File: src/design/ctcl_pkg.sv
package ctcl_pkg;
	// ----------------------------------------------------------------
	// Register port
	// ----------------------------------------------------------------
	localparam int ADDR_W = 3; // Register index width
	localparam int DATA_W = 8; // Register data width
	localparam logic [2:0] CTRL_OFS = 3'h0; // Timer control register
	localparam logic [2:0] STAT_OFS = 3'h1; // Timer status register
	localparam logic [2:0] CNT_HIGH_OFS = 3'h2; // Upper counter
	localparam logic [2:0] CNT_LOW_OFS = 3'h3; // Lower counter
	localparam logic [2:0] CMP_HIGH_OFS = 3'h4; // Upper compare register
	localparam logic [2:0] CMP_LOW_OFS = 3'h5; // Lower compare register
	localparam logic [2:0] IRQ_OFS = 3'h6; // Request and enable bits

	// ----------------------------------------------------------------
	// Reset values
	// ----------------------------------------------------------------
	localparam logic [7:0] CTRL_RST = 8'h00; // Control after reset
	localparam logic [7:0] STAT_RST = 8'h00; // Status after reset
	localparam logic [7:0] CNT_RST = 8'h00; // Counter halves after reset
	localparam logic [7:0] CMP_RST = 8'hff; // Compare halves after reset
	localparam logic [3:0] IRQ_RST = 4'h0; // Requests and enables
	localparam logic [7:0] UNMAPPED_DATA = 8'h00; // Read of a hole

	// ----------------------------------------------------------------
	// Control register fields
	// ----------------------------------------------------------------
	localparam int CTRL_LVL_HIGH_BIT = 7; // out_level_high_bit
	localparam int CTRL_SPLIT_BIT = 6; // split_mode_select
	localparam int CTRL_SELH_LSB = 4; // Upper clock select, two bits
	localparam int CTRL_LVL_LOW_BIT = 3; // out_level_low_bit
	localparam int CTRL_RUNL_BIT = 2; // Lower clock run bit
	localparam int CTRL_SELL_LSB = 0; // Lower clock select, two bits

	// ----------------------------------------------------------------
	// Status register fields
	// ----------------------------------------------------------------
	localparam int STAT_WRAPH_BIT = 7; // wrap_flag_high
	localparam int STAT_MATCHH_BIT = 6; // match_flag_high
	localparam int STAT_OVIEH_BIT = 5; // Upper wrap request enable
	localparam int STAT_CLRH_BIT = 4; // clear_on_match_high
	localparam int STAT_WRAPL_BIT = 3; // wrap_flag_low
	localparam int STAT_MATCHL_BIT = 2; // match_flag_low
	localparam int STAT_OVIEL_BIT = 1; // Lower wrap request enable
	localparam int STAT_CLRL_BIT = 0; // Lower clear on match

	// ----------------------------------------------------------------
	// Request register fields
	// ----------------------------------------------------------------
	localparam int IRQ_REQL_BIT = 0; // irq_request_low
	localparam int IRQ_REQH_BIT = 1; // irq_request_high
	localparam int IRQ_ENL_BIT = 2; // irq_enable_low
	localparam int IRQ_ENH_BIT = 3; // irq_enable_high

	// ----------------------------------------------------------------
	// Count sources and timing
	// ----------------------------------------------------------------
	localparam logic [1:0] SEL_WATCH4 = 2'h0; // Watch clock / 4
	localparam logic [1:0] SEL_SYS4 = 2'h1; // System clock / 4
	localparam logic [1:0] SEL_SYS16 = 2'h2; // System clock / 16
	localparam logic [1:0] SEL_SYS32 = 2'h3; // System clock / 32
	localparam logic [1:0] DIV4_LAST = 2'h3; // Last prescaler step, /4
	localparam logic [3:0] DIV16_LAST = 4'hf; // Last prescaler step, /16
	localparam logic [4:0] DIV32_LAST = 5'h1f; // Last prescaler step, /32
	localparam logic [1:0] WATCH_DIV_LAST = 2'h3; // Watch divide by 4
	localparam logic [1:0] SIG_WATCH_CYCLES = 2'h2; // Match/wrap width
	localparam logic [1:0] SRC_WATCH_CYCLES = 2'h1; // Source signal width
	localparam logic [7:0] HALF_MAX = 8'hff; // Wrap point of a half
endpackage

File: src/design/ctcl_tick_gen.sv
`timescale 1ns/1ns
// Count tick and event stretching for one counter half
module ctcl_tick_gen (
	input wire logic ref_clk,
	input wire logic rst,
	input wire logic runEn,
	input wire logic [1:0] clkSel,
	input wire logic [4:0] prescCount,
	input wire logic watchEdge,
	input wire logic watchQuarter,
	input wire logic matchEvent,
	input wire logic wrapEvent,
	input wire logic srcEvent,
	output logic tick,
	output logic fromWatch,
	output logic matchActive,
	output logic wrapActive,
	output logic srcActive
);
	import ctcl_pkg::*;

	logic [1:0] matchHold_reg; // Watch edges left on match signal
	logic [1:0] wrapHold_reg; // Watch edges left on wrap signal
	logic [1:0] srcHold_reg; // Watch edges left on source signal

	// ----------------------------------------------------------------
	// Tick selection
	// ----------------------------------------------------------------
	// One system cycle pulse per count, none while stopped
	always_comb begin
		fromWatch = (clkSel == SEL_WATCH4);
		tick = 1'b0;
		if (runEn) begin
			case (clkSel)
				SEL_WATCH4: tick = watchQuarter;
				SEL_SYS4: tick = (prescCount[1:0] == DIV4_LAST);
				SEL_SYS16: tick = (prescCount[3:0] == DIV16_LAST);
				default: tick = (prescCount == DIV32_LAST);
			endcase
		end
	end

	// ----------------------------------------------------------------
	// Stretching in watch cycles
	// ----------------------------------------------------------------
	// Match and wrap signals stand two watch cycles on the watch source
	always_ff @(posedge ref_clk or posedge rst) begin
		if (rst) begin
			matchHold_reg <= 2'h0;
			wrapHold_reg <= 2'h0;
		end else begin
			if (matchEvent && fromWatch) begin
				matchHold_reg <= SIG_WATCH_CYCLES;
			end else if (watchEdge && matchHold_reg != 2'h0) begin
				matchHold_reg <= matchHold_reg - 2'h1;
			end
			if (wrapEvent && fromWatch) begin
				wrapHold_reg <= SIG_WATCH_CYCLES;
			end else if (watchEdge && wrapHold_reg != 2'h0) begin
				wrapHold_reg <= wrapHold_reg - 2'h1;
			end
		end
	end

	// Source signal stands one watch cycle on the watch source
	always_ff @(posedge ref_clk or posedge rst) begin
		if (rst) begin
			srcHold_reg <= 2'h0;
		end else if (srcEvent && fromWatch) begin
			srcHold_reg <= SRC_WATCH_CYCLES;
		end else if (watchEdge && srcHold_reg != 2'h0) begin
			srcHold_reg <= srcHold_reg - 2'h1;
		end
	end

	// Active in the event cycle and while the hold runs
	always_comb begin
		matchActive = matchEvent || (matchHold_reg != 2'h0);
		wrapActive = wrapEvent || (wrapHold_reg != 2'h0);
		srcActive = srcEvent || (srcHold_reg != 2'h0);
	end
endmodule // ctcl_tick_gen

File: src/design/ctcl_timer.sv
`timescale 1ns/1ns
// Contract
// - 16-bit mode: high pin toggles on full match
// - Control write beats toggle; level bit wins
// - Compare write discards coinciding match
// - Match only on a count tick
// - High flag full match; low flag low match
// - High wrap on full wrap; low on low wrap
// - Counter write suppresses coinciding wrap
// - Source signal one watch cycle wide
// - Match and wrap signals two watch cycles
// - Active-mode request clear fails while source valid
// - Active-mode flag clear fails while signal valid
// - Subactive mode: clears take effect while signal valid
// - Active watch-source counter write not loaded
// - Active watch-source reads via synchroniser
// - Subactive mode: exact counter reads, writes
// - Split bit: two 8-bit or one 16-bit
// - Match in last equal state, at tick
// - Clear bit resets counter on match
// - Flags clear by 0 after read as 1
module ctcl_timer (
	input wire logic ref_clk,
	input wire logic rst,
	input wire logic [ctcl_pkg::ADDR_W-1:0] regAddr,
	input wire logic [ctcl_pkg::DATA_W-1:0] regWrData,
	input wire logic regWrStb,
	input wire logic regRdStb,
	input wire logic watchClk,
	input wire logic subactiveMode,
	output logic [ctcl_pkg::DATA_W-1:0] regRdData,
	output logic toggle_out_high_pin,
	output logic toggle_out_low_pin,
	output logic irqHigh,
	output logic irqLow
);
	import ctcl_pkg::*;
	// ----------------------------------------------------------------
	// Declarations
	// ----------------------------------------------------------------
	logic [7:0] timer_control_reg; // Levels, split and clock selects
	logic [7:0] timer_status_reg; // Flags, enables, clear bits
	logic [7:0] upper_counter, lower_counter; // Halves of full_counter
	logic [7:0] upper_compare_reg, lower_compare_reg; // Compare values
	logic [3:0] irq_reg; // Request flags and enables
	logic [7:0] statArm_reg; // Flags seen as 1 by a status read
	logic [15:0] cntShadow_reg; // Synchronised counter copy
	logic [4:0] presc_reg; // System clock prescaler
	logic watchPrev_reg; // Watch clock level one cycle back
	logic [1:0] watchDiv_reg; // Watch clock divide by four
	logic [15:0] full_counter; // Both halves together
	logic watchEdge, watchQuarter; // Watch rising edge, every fourth one
	logic split; // Two independent halves
	logic [1:0] tick; // Count ticks, [1] upper, [0] lower
	logic [1:0] fromWatch; // Half counts on watch source
	logic [1:0] matchEvent, wrapEvent, srcEvent; // Raw events per half
	logic [1:0] matchActive, wrapActive, srcActive; // Stretched events
	logic [1:0] runEn; // Half clock running
	logic [3:0] clkSelBits; // Clock select seen by each half
	logic tickHigh; // Tick that moves the upper half
	logic wrCtrl, wrStat, wrIrq; // Control, status and request writes
	logic wrCntH, wrCntL, wrCmpH, wrCmpL; // Counter and compare writes
	logic [1:0] activeWatch; // Half on watch source in active mode
	logic [7:0] lowerNext, upperNext; // Counter next values
	logic [7:0] readMux; // Read data before the register

	// ----------------------------------------------------------------
	// Write decode
	// ----------------------------------------------------------------
	// One strobe selects one register
	always_comb begin
		wrCtrl = regWrStb && (regAddr == CTRL_OFS);
		wrStat = regWrStb && (regAddr == STAT_OFS);
		wrCntH = regWrStb && (regAddr == CNT_HIGH_OFS);
		wrCntL = regWrStb && (regAddr == CNT_LOW_OFS);
		wrCmpH = regWrStb && (regAddr == CMP_HIGH_OFS);
		wrCmpL = regWrStb && (regAddr == CMP_LOW_OFS);
		wrIrq = regWrStb && (regAddr == IRQ_OFS);
	end
	// ----------------------------------------------------------------
	// Clock sources
	// ----------------------------------------------------------------
	// Prescaler and watch clock divider
	always_ff @(posedge ref_clk or posedge rst) begin
		if (rst) begin
			presc_reg <= 5'h00;
			watchPrev_reg <= 1'b0;
			watchDiv_reg <= 2'h0;
		end else begin
			presc_reg <= presc_reg + 5'h01;
			watchPrev_reg <= watchClk;
			if (watchEdge) begin
				watchDiv_reg <= watchDiv_reg + 2'h1;
			end
		end
	end

	// Edge and quarter pulses of the watch clock
	always_comb begin
		watchEdge = watchClk && !watchPrev_reg;
		watchQuarter = watchEdge && (watchDiv_reg == WATCH_DIV_LAST);
		split = timer_control_reg[CTRL_SPLIT_BIT];
		runEn[0] = timer_control_reg[CTRL_RUNL_BIT];
		runEn[1] = split;
		clkSelBits[1:0] = timer_control_reg[CTRL_SELL_LSB +: 2];
		// In 16-bit mode the upper events follow the lower source
		clkSelBits[3:2] = split ? timer_control_reg[CTRL_SELH_LSB +: 2]
			: timer_control_reg[CTRL_SELL_LSB +: 2];
		full_counter = {upper_counter, lower_counter};
	end

	// Tick and signal stretch for each half
	genvar gi;
	generate
		for (gi = 0; gi < 2; gi++) begin : gHalf
			ctcl_tick_gen uTick (
				.ref_clk(ref_clk),
				.rst(rst),
				.runEn(runEn[gi]),
				.clkSel(clkSelBits[2*gi +: 2]),
				.prescCount(presc_reg),
				.watchEdge(watchEdge),
				.watchQuarter(watchQuarter),
				.matchEvent(matchEvent[gi]),
				.wrapEvent(wrapEvent[gi]),
				.srcEvent(srcEvent[gi]),
				.tick(tick[gi]),
				.fromWatch(fromWatch[gi]),
				.matchActive(matchActive[gi]),
				.wrapActive(wrapActive[gi]),
				.srcActive(srcActive[gi])
			);
		end
	endgenerate
	// ----------------------------------------------------------------
	// Match and wrap signals
	// ----------------------------------------------------------------
	// Events only on a tick, in the last state of equality
	always_comb begin
		tickHigh = split ? tick[1] : tick[0];
		// Lower half compares its own eight bits in both modes
		matchEvent[0] = tick[0] && (lower_counter == lower_compare_reg)
			&& !wrCmpL;
		wrapEvent[0] = tick[0] && (lower_counter == HALF_MAX)
			&& !wrCntL;
		if (split) begin
			matchEvent[1] = tick[1]
				&& (upper_counter == upper_compare_reg)
				&& !wrCmpH;
			wrapEvent[1] = tick[1] && (upper_counter == HALF_MAX)
				&& !wrCntH;
		end else begin
			matchEvent[1] = tick[0]
				&& (full_counter == {upper_compare_reg, lower_compare_reg})
				&& !wrCmpH && !wrCmpL;
			wrapEvent[1] = tick[0] && (full_counter == {HALF_MAX, HALF_MAX})
				&& !wrCntH && !wrCntL;
		end
		// Request source: match, or wrap when its enable is set
		srcEvent[0] = matchEvent[0]
			|| (wrapEvent[0] && timer_status_reg[STAT_OVIEL_BIT]);
		srcEvent[1] = matchEvent[1]
			|| (wrapEvent[1] && timer_status_reg[STAT_OVIEH_BIT]);
	end

	// ----------------------------------------------------------------
	// Counter
	// ----------------------------------------------------------------
	// Next values of both halves
	always_comb begin
		activeWatch = fromWatch & {2{!subactiveMode}};
		lowerNext = lower_counter;
		upperNext = upper_counter;
		if (split) begin
			// Two independent halves, each with its own clear bit
			if (tick[0]) begin
				if (matchEvent[0] && timer_status_reg[STAT_CLRL_BIT]) begin
					lowerNext = CNT_RST;
				end else begin
					lowerNext = lower_counter + 8'h01;
				end
			end
			if (tickHigh) begin
				if (matchEvent[1] && timer_status_reg[STAT_CLRH_BIT]) begin
					upperNext = CNT_RST;
				end else begin
					upperNext = upper_counter + 8'h01;
				end
			end
		end else if (tick[0]) begin
			// One 16-bit counter cleared by the full match
			if (matchEvent[1] && timer_status_reg[STAT_CLRH_BIT]) begin
				lowerNext = CNT_RST;
				upperNext = CNT_RST;
			end else begin
				lowerNext = lower_counter + 8'h01;
				if (lower_counter == HALF_MAX) begin
					upperNext = upper_counter + 8'h01;
				end
			end
		end
		if (wrCntL && !activeWatch[0]) begin
			lowerNext = regWrData;
		end
		if (wrCntH && !activeWatch[1]) begin
			upperNext = regWrData;
		end
	end

	// Counter halves and their synchronised copy
	always_ff @(posedge ref_clk or posedge rst) begin
		if (rst) begin
			upper_counter <= CNT_RST;
			lower_counter <= CNT_RST;
			cntShadow_reg <= {CNT_RST, CNT_RST};
		end else begin
			upper_counter <= upperNext;
			lower_counter <= lowerNext;
			cntShadow_reg <= full_counter;
		end
	end

	// ----------------------------------------------------------------
	// Control and compare registers
	// ----------------------------------------------------------------
	// Plain software registers
	always_ff @(posedge ref_clk or posedge rst) begin
		if (rst) begin
			timer_control_reg <= CTRL_RST;
			upper_compare_reg <= CMP_RST;
			lower_compare_reg <= CMP_RST;
		end else begin
			if (wrCtrl) begin
				timer_control_reg <= regWrData;
			end
			if (wrCmpH) begin
				upper_compare_reg <= regWrData;
			end
			if (wrCmpL) begin
				lower_compare_reg <= regWrData;
			end
		end
	end

	// ----------------------------------------------------------------
	// Toggle outputs
	// ----------------------------------------------------------------
	// A control write loads the level bit and beats a toggle
	always_ff @(posedge ref_clk or posedge rst) begin
		if (rst) begin
			toggle_out_high_pin <= 1'b0;
			toggle_out_low_pin <= 1'b0;
		end else begin
			if (wrCtrl) begin
				toggle_out_high_pin <= regWrData[CTRL_LVL_HIGH_BIT];
			end else if (matchEvent[1]) begin
				toggle_out_high_pin <= !toggle_out_high_pin;
			end
			// Still toggles on the low match in 16-bit mode
			if (wrCtrl) begin
				toggle_out_low_pin <= regWrData[CTRL_LVL_LOW_BIT];
			end else if (matchEvent[0]) begin
				toggle_out_low_pin <= !toggle_out_low_pin;
			end
		end
	end

	// ----------------------------------------------------------------
	// Status flags
	// ----------------------------------------------------------------
	// Flags set by events; clear needs read-as-1, write 0, and a quiet signal in active mode
	always_ff @(posedge ref_clk or posedge rst) begin
		if (rst) begin
			timer_status_reg <= STAT_RST;
			statArm_reg <= STAT_RST;
		end else begin
			if (wrStat) begin
				// Enable and clear bits are plain read/write
				timer_status_reg[STAT_OVIEH_BIT] <= regWrData[STAT_OVIEH_BIT];
				timer_status_reg[STAT_CLRH_BIT] <= regWrData[STAT_CLRH_BIT];
				timer_status_reg[STAT_OVIEL_BIT] <= regWrData[STAT_OVIEL_BIT];
				timer_status_reg[STAT_CLRL_BIT] <= regWrData[STAT_CLRL_BIT];
				statArm_reg <= STAT_RST;
			end else if (regRdStb && regAddr == STAT_OFS) begin
				statArm_reg <= timer_status_reg;
			end
			timer_status_reg[STAT_WRAPH_BIT] <= wrapEvent[1]
				|| (timer_status_reg[STAT_WRAPH_BIT] && !(wrStat
				&& statArm_reg[STAT_WRAPH_BIT] && !regWrData[STAT_WRAPH_BIT]
				&& (subactiveMode || !wrapActive[1])));
			timer_status_reg[STAT_MATCHH_BIT] <= matchEvent[1]
				|| (timer_status_reg[STAT_MATCHH_BIT] && !(wrStat
				&& statArm_reg[STAT_MATCHH_BIT]
				&& !regWrData[STAT_MATCHH_BIT]
				&& (subactiveMode || !matchActive[1])));
			timer_status_reg[STAT_WRAPL_BIT] <= wrapEvent[0]
				|| (timer_status_reg[STAT_WRAPL_BIT] && !(wrStat
				&& statArm_reg[STAT_WRAPL_BIT] && !regWrData[STAT_WRAPL_BIT]
				&& (subactiveMode || !wrapActive[0])));
			timer_status_reg[STAT_MATCHL_BIT] <= matchEvent[0]
				|| (timer_status_reg[STAT_MATCHL_BIT] && !(wrStat
				&& statArm_reg[STAT_MATCHL_BIT]
				&& !regWrData[STAT_MATCHL_BIT]
				&& (subactiveMode || !matchActive[0])));
		end
	end

	// ----------------------------------------------------------------
	// Interrupt requests
	// ----------------------------------------------------------------
	// In active mode, requests set again while the source signal is still valid
	always_ff @(posedge ref_clk or posedge rst) begin
		if (rst) begin
			irq_reg <= IRQ_RST;
			irqHigh <= 1'b0;
			irqLow <= 1'b0;
		end else begin
			if (wrIrq) begin
				irq_reg[IRQ_ENL_BIT] <= regWrData[IRQ_ENL_BIT];
				irq_reg[IRQ_ENH_BIT] <= regWrData[IRQ_ENH_BIT];
			end
			irq_reg[IRQ_REQL_BIT] <= (srcActive[0] && !subactiveMode)
				|| srcEvent[0] || (irq_reg[IRQ_REQL_BIT]
				&& !(wrIrq && !regWrData[IRQ_REQL_BIT]));
			irq_reg[IRQ_REQH_BIT] <= (srcActive[1] && !subactiveMode)
				|| srcEvent[1] || (irq_reg[IRQ_REQH_BIT]
				&& !(wrIrq && !regWrData[IRQ_REQH_BIT]));
			irqLow <= irq_reg[IRQ_REQL_BIT] && irq_reg[IRQ_ENL_BIT];
			irqHigh <= irq_reg[IRQ_REQH_BIT] && irq_reg[IRQ_ENH_BIT];
		end
	end

	// ----------------------------------------------------------------
	// Read port
	// ----------------------------------------------------------------
	// Counter reads use the synchronised copy on the watch source in active mode
	always_comb begin
		case (regAddr)
			CTRL_OFS: readMux = timer_control_reg;
			STAT_OFS: readMux = timer_status_reg;
			CNT_HIGH_OFS: readMux = activeWatch[1] ? cntShadow_reg[15:8]
				: upper_counter;
			CNT_LOW_OFS: readMux = activeWatch[0] ? cntShadow_reg[7:0]
				: lower_counter;
			CMP_HIGH_OFS: readMux = upper_compare_reg;
			CMP_LOW_OFS: readMux = lower_compare_reg;
			IRQ_OFS: readMux = {4'h0, irq_reg};
			default: readMux = UNMAPPED_DATA;
		endcase
	end

	// Read data stand only in the cycle after the strobe
	always_ff @(posedge ref_clk or posedge rst) begin
		if (rst) begin
			regRdData <= UNMAPPED_DATA;
		end else if (regRdStb) begin
			regRdData <= readMux;
		end else begin
			regRdData <= UNMAPPED_DATA;
		end
	end
endmodule // ctcl_timer

File: config.mk
export PLATFORM = sky130hd
export DESIGN_NAME = ctcl_timer
export DESIGN_NICKNAME = d
export VERILOG_FILES = /design/src/design/ctcl_pkg.sv /design/src/design/ctcl_tick_gen.sv /design/src/design/ctcl_timer.sv
export SDC_FILE = /design/constraint.sdc
export NUM_CORES = 1
export LEC_CHECK = 0
export BUFFER_PORTS_ARGS = -buffer_cell sky130_fd_sc_hd__buf_2
export CAP_MARGIN = 20
export CORE_MARGIN = 10
export CORE_UTILIZATION = 25
export DETAILED_ROUTE_END_ITERATION = 8
export HOLD_SLACK_MARGIN = 0.15
export PLACE_DENSITY = 0.37
export SYNTH_ARGS = -nofsm -noshare
export SYNTH_HDL_FRONTEND = slang
export SYNTH_SLANG_ARGS = --single-unit
File: constraint.sdc
create_clock -name ref_clk -period 4.8 [get_ports ref_clk]
set_clock_uncertainty 0.1 [all_clocks]
set_input_delay 1.2 -clock ref_clk [delete_from_list [all_inputs] [get_ports ref_clk]]
set_output_delay 1.2 -clock ref_clk [all_outputs]
set_load 0.05 [all_outputs]
# Word-level counts from Yosys, hierarchy flattened
# Cells that the tools add are included.
# totals
wordCells	234
reg_bits	108
in_bits	17
# classes
eq_ne	21
reduce_logical	134
addsub	10
n_bitwise	1
n_mux	43
# op_table
op	count
$mux W8	18
$logic_and A1 B1 Y1	66
$pmux W8 S7	1
$reduce_bool A2 Y1	16
$logic_not A1 Y1	26
$mux W2	13
$logic_or A1 B1 Y1	20
$add A8 B1 Y8 const B	2
$eq A16 B16 Y1	1
$eq A16 B16 Y1 const B	1
$eq A8 B8 Y1	2
$eq A8 B8 Y1 const B	2
$sub A2 B1 Y2 const B	6
$eq A3 B3 Y1 const B	3
$mux W1	9
$eq A2 B2 Y1 const B	4
$eq A3 B2 Y1 const B	2
$pmux W1 S3	2
$add A5 B1 Y5 const B	1
$eq A5 B5 Y1 const B	1
$eq A2 B1 Y1 const B	2
$eq A4 B4 Y1 const B	1
$logic_not A2 Y1	2
$reduce_bool A4 Y1	1
other kinds (7)	7

# Longest topological paths before layout
# Gate-level depths: netlist of run 1.
# logic_depth
depth_word	16
mapped_depth	11
ltp_nobuf	10

# Cells and area by module
# From an unflattened synthesis of run 1, not the netlist that was laid out.
# hier_totals
cells_unflattened	513
hier_area_um2	5531.6
# modules_own_cells
mod	n_inst	area_per_inst_um2	cells_per_inst
ctcl_timer	1	4735.8	429
ctcl_tick_gen	2	397.9	42

# Least setup slack after synthesis of run 1
# Ideal clock, no wire load.
# synth_timing
kind	input to register
start	input port regAddr[2] (netlist bit)
end	register upper_counter[1]
required_ns	4.634
arrival_ns	3.063
n_path_buf	3
slack_ns	1.571
stages	10
setup_time_ns	0.066
cell_sequence	buf_6 -> nor2b_4 -> and3b_1 -> buf_6 -> nor4_4 -> nand3_2 -> o211a_1 -> buf_6 -> or4b_1 -> nand2_1
# synth_via
elab_chain_cells	11
# synth_rtl
element	line_no	text
start: declaration	ctcl_timer.sv:25	input wire logic [ctcl_pkg::ADDR_W-1:0] regAddr,
$eq A3 B3 Y1	ctcl_timer.sv:76	wrCmpH = regWrStb && (regAddr == CMP_HIGH_OFS);
$logic_and A1 B1 Y1	ctcl_timer.sv:76	
$logic_not A1 Y1	ctcl_timer.sv:149, ctcl_timer.sv:155	
$logic_and A1 B1 Y1 (2 in series)	ctcl_timer.sv:155	&& !wrCmpH && !wrCmpL;
$mux W1	ctcl_timer.sv:146	if (split) begin
$logic_and A1 B1 Y1	ctcl_timer.sv:184, ctcl_timer.sv:192	
$mux W8, on equally long branches	ctcl_timer.sv:192, ctcl_timer.sv:184	
$mux W8, on equally long branches	ctcl_timer.sv:190, ctcl_timer.sv:183	
$mux W8	ctcl_timer.sv:174	if (split) begin
$mux W8	ctcl_timer.sv:205	if (wrCntH && !activeWatch[1]) begin
end signal: assignment	ctcl_timer.sv:217	upper_counter <= upperNext;
end: declaration	ctcl_timer.sv:43	logic [7:0] upper_counter, lower_counter;
# Several ways; a longest one is shown, not always the timed one. The select of a mux whose other input is x is not followed.
# A chain may end at the register's enable or synchronous reset.

# Worst setup path in the final report of run 1
# layout_timing
start	input port regAddr[0] (netlist bit)
end	register upper_counter[6]
# The elaborated chain is that of the path after synthesis.

==> results_dict.tcl, run 1 <==
set metrics [dict create \
    status "finished clean" \
    p_switching_w 0.001072 \
    post_cts.repair.setup_buffers 0 \
    yosys_warnings 0 \
    routed_wl_mm 16.98 \
    die_w_um 167.4 \
    yosysSeqAreaShare_pct 48.27 \
    maxSlewViolCount 0 \
    crit_type "in2reg" \
    reg2reg_setup_slack_ps 1770 \
    fin_crit_sh_pct 72.05 \
    initial_utilization_pct 25.60 \
    cts_made_buffers 9 \
    synth_area_per_cell_um2 10.25 \
    fmax_ghz 0.2892 \
    p_int_w 0.001953 \
    final_nets 576 \
    htree_levels 3 \
    cp.required_ps 4980 \
    die-area_um2 28030 \
    synth_seq_cells 104 \
    cts_hold_buf 0 \
    synth_edf_count 0 \
    slew_headroom_pct 30.00 \
    hold_path_class "reg2reg" \
    cts_resized 0 \
    firstDrtPassIters 4 \
    vias 4030 \
    timing.rr.start "presc_reg[0]" \
    p_clk_share_pct 26.0 \
    final_cells 827 \
    grt_max_degree 44 \
    grt_pass1_vias 4243 \
    rsz0062_at_grt "false" \
    core_um2 21220 \
    power_density_nw_per_um2 493.5 \
    p_leak_nw 2.610 \
    gp_congestion 0.8198 \
    via_per_inst 4.873 \
    critPathMaxFanout 18 \
    min_period_ps 3458 \
    synth_area_um2 5433 \
    r2r_end "gHalf[1].uTick.srcHold_reg[1]" \
    finalHoldViolCount 0 \
    clock_sink_count 104 \
    mostFrequentLayoutCells "dfrtp_1, nand2_1, o21ai_0" \
    cp-end-kind "flip-flop" \
    clock_path_buffers 2 \
    clk_pin_slew_worst_paths_ps 70 \
    switching_share_pct 35.43 \
    setup_viol_count_final 0 \
    total_power_w 0.003025 \
    clkLatencyLatePin_ps 350 \
    cpPeakStageDelay_ps 530 \
    nFillCells 2233 \
    p_comb_share_pct 27.4 \
    post-route-drc-count 0 \
    fin_tns_setup_ps 0 \
    min_to "presc_reg[0]" \
    ir_drop_uv 190.6 \
    min_from "presc_reg[0]" \
    yosys_most_used_dff "dfrtp_1" \
    grt_pass1_wl_mm 26.73 \
    cp-start-kind "input pin" \
    r2r_cells 9 \
    crit_arrival_ps 3640 \
    cp_slowest_cell "nand4b_1" \
    cap_viol_max_count 0 \
    cts_tree "built" \
    io_pins 29 \
    post-dp-hpwl_mm 12.81 \
    place_inst 812 \
    grt_use_total_pct 12.38 \
    antenna_found_initial 0 \
    ant_nets 0 \
    crit_chain "buf_2, nand4b_1, nand3b_1, nor4_4, o2111a_1, or3_4, o32a_1, o21ai_1" \
    grt_remaining_overflow 0 \
    die_height_um 167.4 \
    worst_pin_slew_ps 1046 \
    synth_nets 558 \
    rows 53 \
    hold_depth 1 \
    seq_power_share_pct 46.6 \
    dp_slack_ps 1005 \
    synth-async-reset-ratio_pct 100.0 \
    drive_above_1_share_pct 19.20 \
    clock-root-buffer "clkbuf_16" \
    io_buffer_count 28 \
    synth_cell_type_count 70 \
    setup_slack_ps 1342 \
    area_delta_synth_final_pct 12.83 \
    dr.first_iter.drc_count 261 \
    insertedDiodeCount 0 \
    final_common_cell "dfrtp_1" \
    synthCells 530 \
    post_drt_wl_per_cell_um 20.54 \
    largest_reg_flops 16 \
]
==> critical path: cells and delay by family <==
family	cells	cell delay, ps
AOI/OAI and AO/OA	3	710
buffers and inverters	1	350
and+or+nand+nor	4	1360
==> synth_stat cells, types with 3 or more instances <==
master | count | area share, %
and3_1 | 6 | 0.69
nand3b_1 | 3 | 0.41
or3_1 | 3 | 0.35
buf_6 | 5 | 1.0
xnor2_1 | 23 | 3.7
a21oi_1 | 30 | 2.8
dfstp_2 | 16 | 7.7
nand2b_1 | 3 | 0.35
nand4_1 | 8 | 0.92
o21ai_0 | 33 | 3.0
nor4b_1 | 3 | 0.48
mux2_2 | 26 | 5.4
nor4_1 | 4 | 0.46
ha_1 | 11 | 2.5
a21o_1 | 4 | 0.55
nand2_1 | 55 | 3.8
o22ai_1 | 10 | 1.2
mux2i_1 | 12 | 2.2
a31oi_1 | 4 | 0.46
clkbuf_1 | 17 | 1.2
o21ai_1 | 4 | 0.37
and2_1 | 6 | 0.69
inv_1 | 33 | 2.3
dfrtp_1 | 88 | 41
xor2_1 | 6 | 0.97
nor2b_1 | 4 | 0.46
o211ai_1 | 6 | 0.83
nand3_1 | 21 | 1.9
nor2_1 | 32 | 2.2
nor3_1 | 3 | 0.28
a22oi_1 | 4 | 0.55
==> cell families after synthesis <==
logic type | Yosys count | synth area share [%]
flip-flops | 104 | 48.27
multiplexers | 42 | 9.397
AO/OA/AOI/OAI | 117 | 13.63
buffers and inverters | 57 | 4.652
XOR/XNOR | 29 | 4.675
AND/OR/NAND/NOR | 170 | 16.84
adder cells (fa/ha/maj) | 11 | 2.533
==> power groups by stage <==
| stage | Combinational, W | Sequential, W | Clock (W) |
|---|---|---|---|
| 5_1_grt | 0.000938 | 0.00145 | 0.000848 |
| 3_3_place_gp | 0.000826 | 0.00142 | 0 |
| 2_1_floorplan | 0.000598 | 0.00137 | 0 |
| 6_report | 0.000829 | 0.00141 | 0.000788 |
| 3_5_place_dp | 0.000839 | 0.00143 | 0 |
| 4_1_cts | 0.000843 | 0.00141 | 0.000818 |
==> how the worst max path moves through the flow <==
stage,startpoint,end,slack (ps)
after floorplan,rst,cntShadow_reg[0],790
after global placement,regAddr[1],gHalf[1].uTick.srcHold_reg[1],1070
after detailed placement,regAddr[0],timer_status_reg[7],1010
after CTS,regAddr[1],gHalf[1].uTick.srcHold_reg[1],1350
after global routing,regAddr[0],timer_status_reg[7],1130
final,regAddr[0],upper_counter[6],1340
==> routing by layer <==
metal | vias to the layer above | share of wire, % | GRT usage (%)
met3 | 15 | 5.1 | 2.294
met1 | 2012 | 46 | 16.68
met4 | 0 | 1.6 | 3.634
met2 | 84 | 47 | 19.68
li1 | 1919 | - | -
met5 | - | 0 | 0
==> stage by stage <==
stage | cell area [um2] | hold WS [ps] | utilization [%]
3_5_place_dp | 5819 | 351.2 | 27.42
5_1_grt | 6130 | 392.7 | 28.89
3_3_place_gp | 5819 | 340.3 | 27.42
2_1_floorplan | 5433 | 251.9 | -
6_report | 6130 | 352.1 | 28.89
4_1_cts | 6130 | 361.1 | 28.89
==> cell type report <==
type | instances | area [um2] | area share, %
Timing Repair Buffer | 31 | 162.7 | 2.654
Clock inverter | 5 | 81.33 | 1.327
Clock buffer | 10 | 229.0 | 3.735
Sequential cell | 104 | 2623 | 42.78
Tap cell | 275 | 344.1 | 5.613
Inverter | 33 | 126.4 | 2.062
Multi-Input combinational cell | 369 | 2564 | 41.82
No activity file was read; power rests on OpenSTA's default activity.
==> inputs of run 2 (changes only) <==
- clock period: 4.8 -> 3.2 ns (I/O delays scaled with it)
==> run 2 against run 1 <==
Wire length up 2.7%. Cell count up 2.7%. Clock power up 61%. Worst hold slack better by 15 ps. Register-to-register slack lost 1400 ps. Final area is 3.2% higher. Critical path type is now reg2reg. Highest routed layer unchanged.
==> results_dict.tcl, run 2 (synthesized netlist as in run 1, its figures left out) <==
set metrics [dict create \
    status "finished clean" \
    antenna_found_initial 0 \
    clkLatencyLatePin_ps 360 \
    grtUsageMet3_pct 2.364 \
    r2r_end "upper_counter[6]" \
    setup_viol_count_final 0 \
    area_delta_synth_final_pct 16.42 \
    vias 4157 \
    final_nets 597 \
    die-area_um2 28030 \
    ir_drop_uv 304.2 \
    post_drt_wl_per_cell_um 20.55 \
    grt_max_degree 105 \
    crit_top_cell "ha_1" \
    dr.first_iter.drc_count 291 \
    cap_viol_max_count 0 \
    hold_ws_ps 367.3 \
    grt_pass1_wl_mm 26.96 \
    fin_crit_sh_pct 87.53 \
    maxSlewViolCount 0 \
    crit_arrival_ps 2990 \
    fmax_ghz 0.3570 \
    top_usage_layer "met2" \
    htree_levels 3 \
    clock-root-buffer "clkbuf_16" \
    worst_pin_slew_ps 599.8 \
    ant_nets 0 \
    reg2reg_setup_slack_ps 400 \
    cp-start-kind "flip-flop" \
    met2_usage_pct 20.09 \
    crit_type "reg2reg" \
    r2r_cells 10 \
    post-route-drc-count 0 \
    rsz0062_at_grt "false" \
    slew_headroom_pct 60.01 \
    fin_tns_setup_ps 0 \
    timing.rr.start "presc_reg[0]" \
    core_um2 21220 \
    post_cts.repair.setup_buffers 0 \
    final_util_pct 29.81 \
    cts_tree "built" \
    place_area_um2 5991 \
    min_to "presc_reg[0]" \
    initial_utilization_pct 25.60 \
    die_w_um 167.4 \
    io_pins 29 \
    cts_made_buffers 9 \
    clock_sink_count 104 \
    rows 53 \
    post-dp-hpwl_mm 13.03 \
    min_period_ps 2801 \
    insertedDiodeCount 0 \
    routed_wl_mm 17.45 \
    cp-end-kind "flip-flop" \
    grt_use_total_pct 12.45 \
    total_power_w 0.004664 \
    die_height_um 167.4 \
    hold_depth 1 \
    mostFrequentLayoutCells "dfrtp_1, nand2_1, o21ai_0" \
    finalHoldViolCount 0 \
    drive_above_1_share_pct 22.47 \
    clock_path_buffers 2 \
    cpPeakStageDelay_ps 410 \
    power_density_nw_per_um2 737.4 \
    cp.required_ps 3390 \
    via_per_inst 4.896 \
    crit_chain "ha_1, and3_1, ha_1, nand3b_1, nand4_1, nor4_4, o2111a_1, or3_4, o32a_1, o21ai_1" \
    hold_path_class "reg2reg" \
    cts_hold_buf 0 \
    io_buffer_count 28 \
    cp_slowest_cell "dfrtp_1" \
    gp_congestion 0.8586 \
    min_from "presc_reg[0]" \
    largest_reg_flops 16 \
    p_leak_nw 2.731 \
    final_common_cell "dfrtp_1" \
    firstDrtPassIters 5 \
    critPathMaxFanout 4 \
    grt_remaining_overflow 0 \
    cts_resized 0 \
    clk_pin_slew_worst_paths_ps 80 \
    grtUsageMet1_pct 16.55 \
    fin_area_um2 6325 \
    grt_pass1_vias 4273 \
]
## run 2: per-stage QoR
| stage | setup slack [ps] | std cells |
|---|---|---|
| 2_1_floorplan | 371.2 | 530 |
| 3_5_place_dp | 260.5 | 833 |
| 5_1_grt | 234.2 | 849 |
| 6_report | 399.0 | 849 |
| 4_1_cts | 389.3 | 849 |
| 3_3_place_gp | 257.6 | 833 |
## run 2: cell type report
| cell class | instances | area, um2 |
|---|---|---|
| clock buffers | 9 | 225.2 |
| clock inverters | 7 | 108.9 |
| fillers | 2234 | 14900 |
| inverters | 33 | 127.6 |
| multi-input cells | 369 | 2564 |
| flip-flops and latches | 104 | 2623 |
| well taps | 275 | 344.1 |
| repair buffers | 52 | 332.8 |
## run 2: worst max-delay path by stage
stage                      start                             to
floorplan             regAddr[2]               upper_counter[1]
global placement        watchClk  gHalf[0].uTick.srcHold_reg[1]
detailed placement    regAddr[2]               upper_counter[1]
CTS                 presc_reg[0]               upper_counter[6]
global route        presc_reg[0]               upper_counter[5]
finish              presc_reg[0]               upper_counter[6]
## run 2: report_power, final
group,total (W),switching [W],leakage [nW],internal (W)
clock,0.00127,0.000560,0.165,0.000707
sequential,0.00206,0.000351,1.23,0.00171
combinational,0.00133,0.000765,1.34,0.000568
## run 2: critical path, delay by kind of cell, from the launching register on
family | cells | cell delay, ps
AND/OR/NAND/NOR | 5 | 1050
AO/OA/AOI/OAI | 3 | 730
adder cells (fa/ha/maj) | 2 | 440
flip-flops | 1 | 410
## run 2: layer usage
metal / part of all wire (%) / vias up
met1: 46 / 2105
li1: - / 1963
met3: 4.0 / 11
met4: 1.2 / 0
met2: 48 / 78
met5: 0 / -
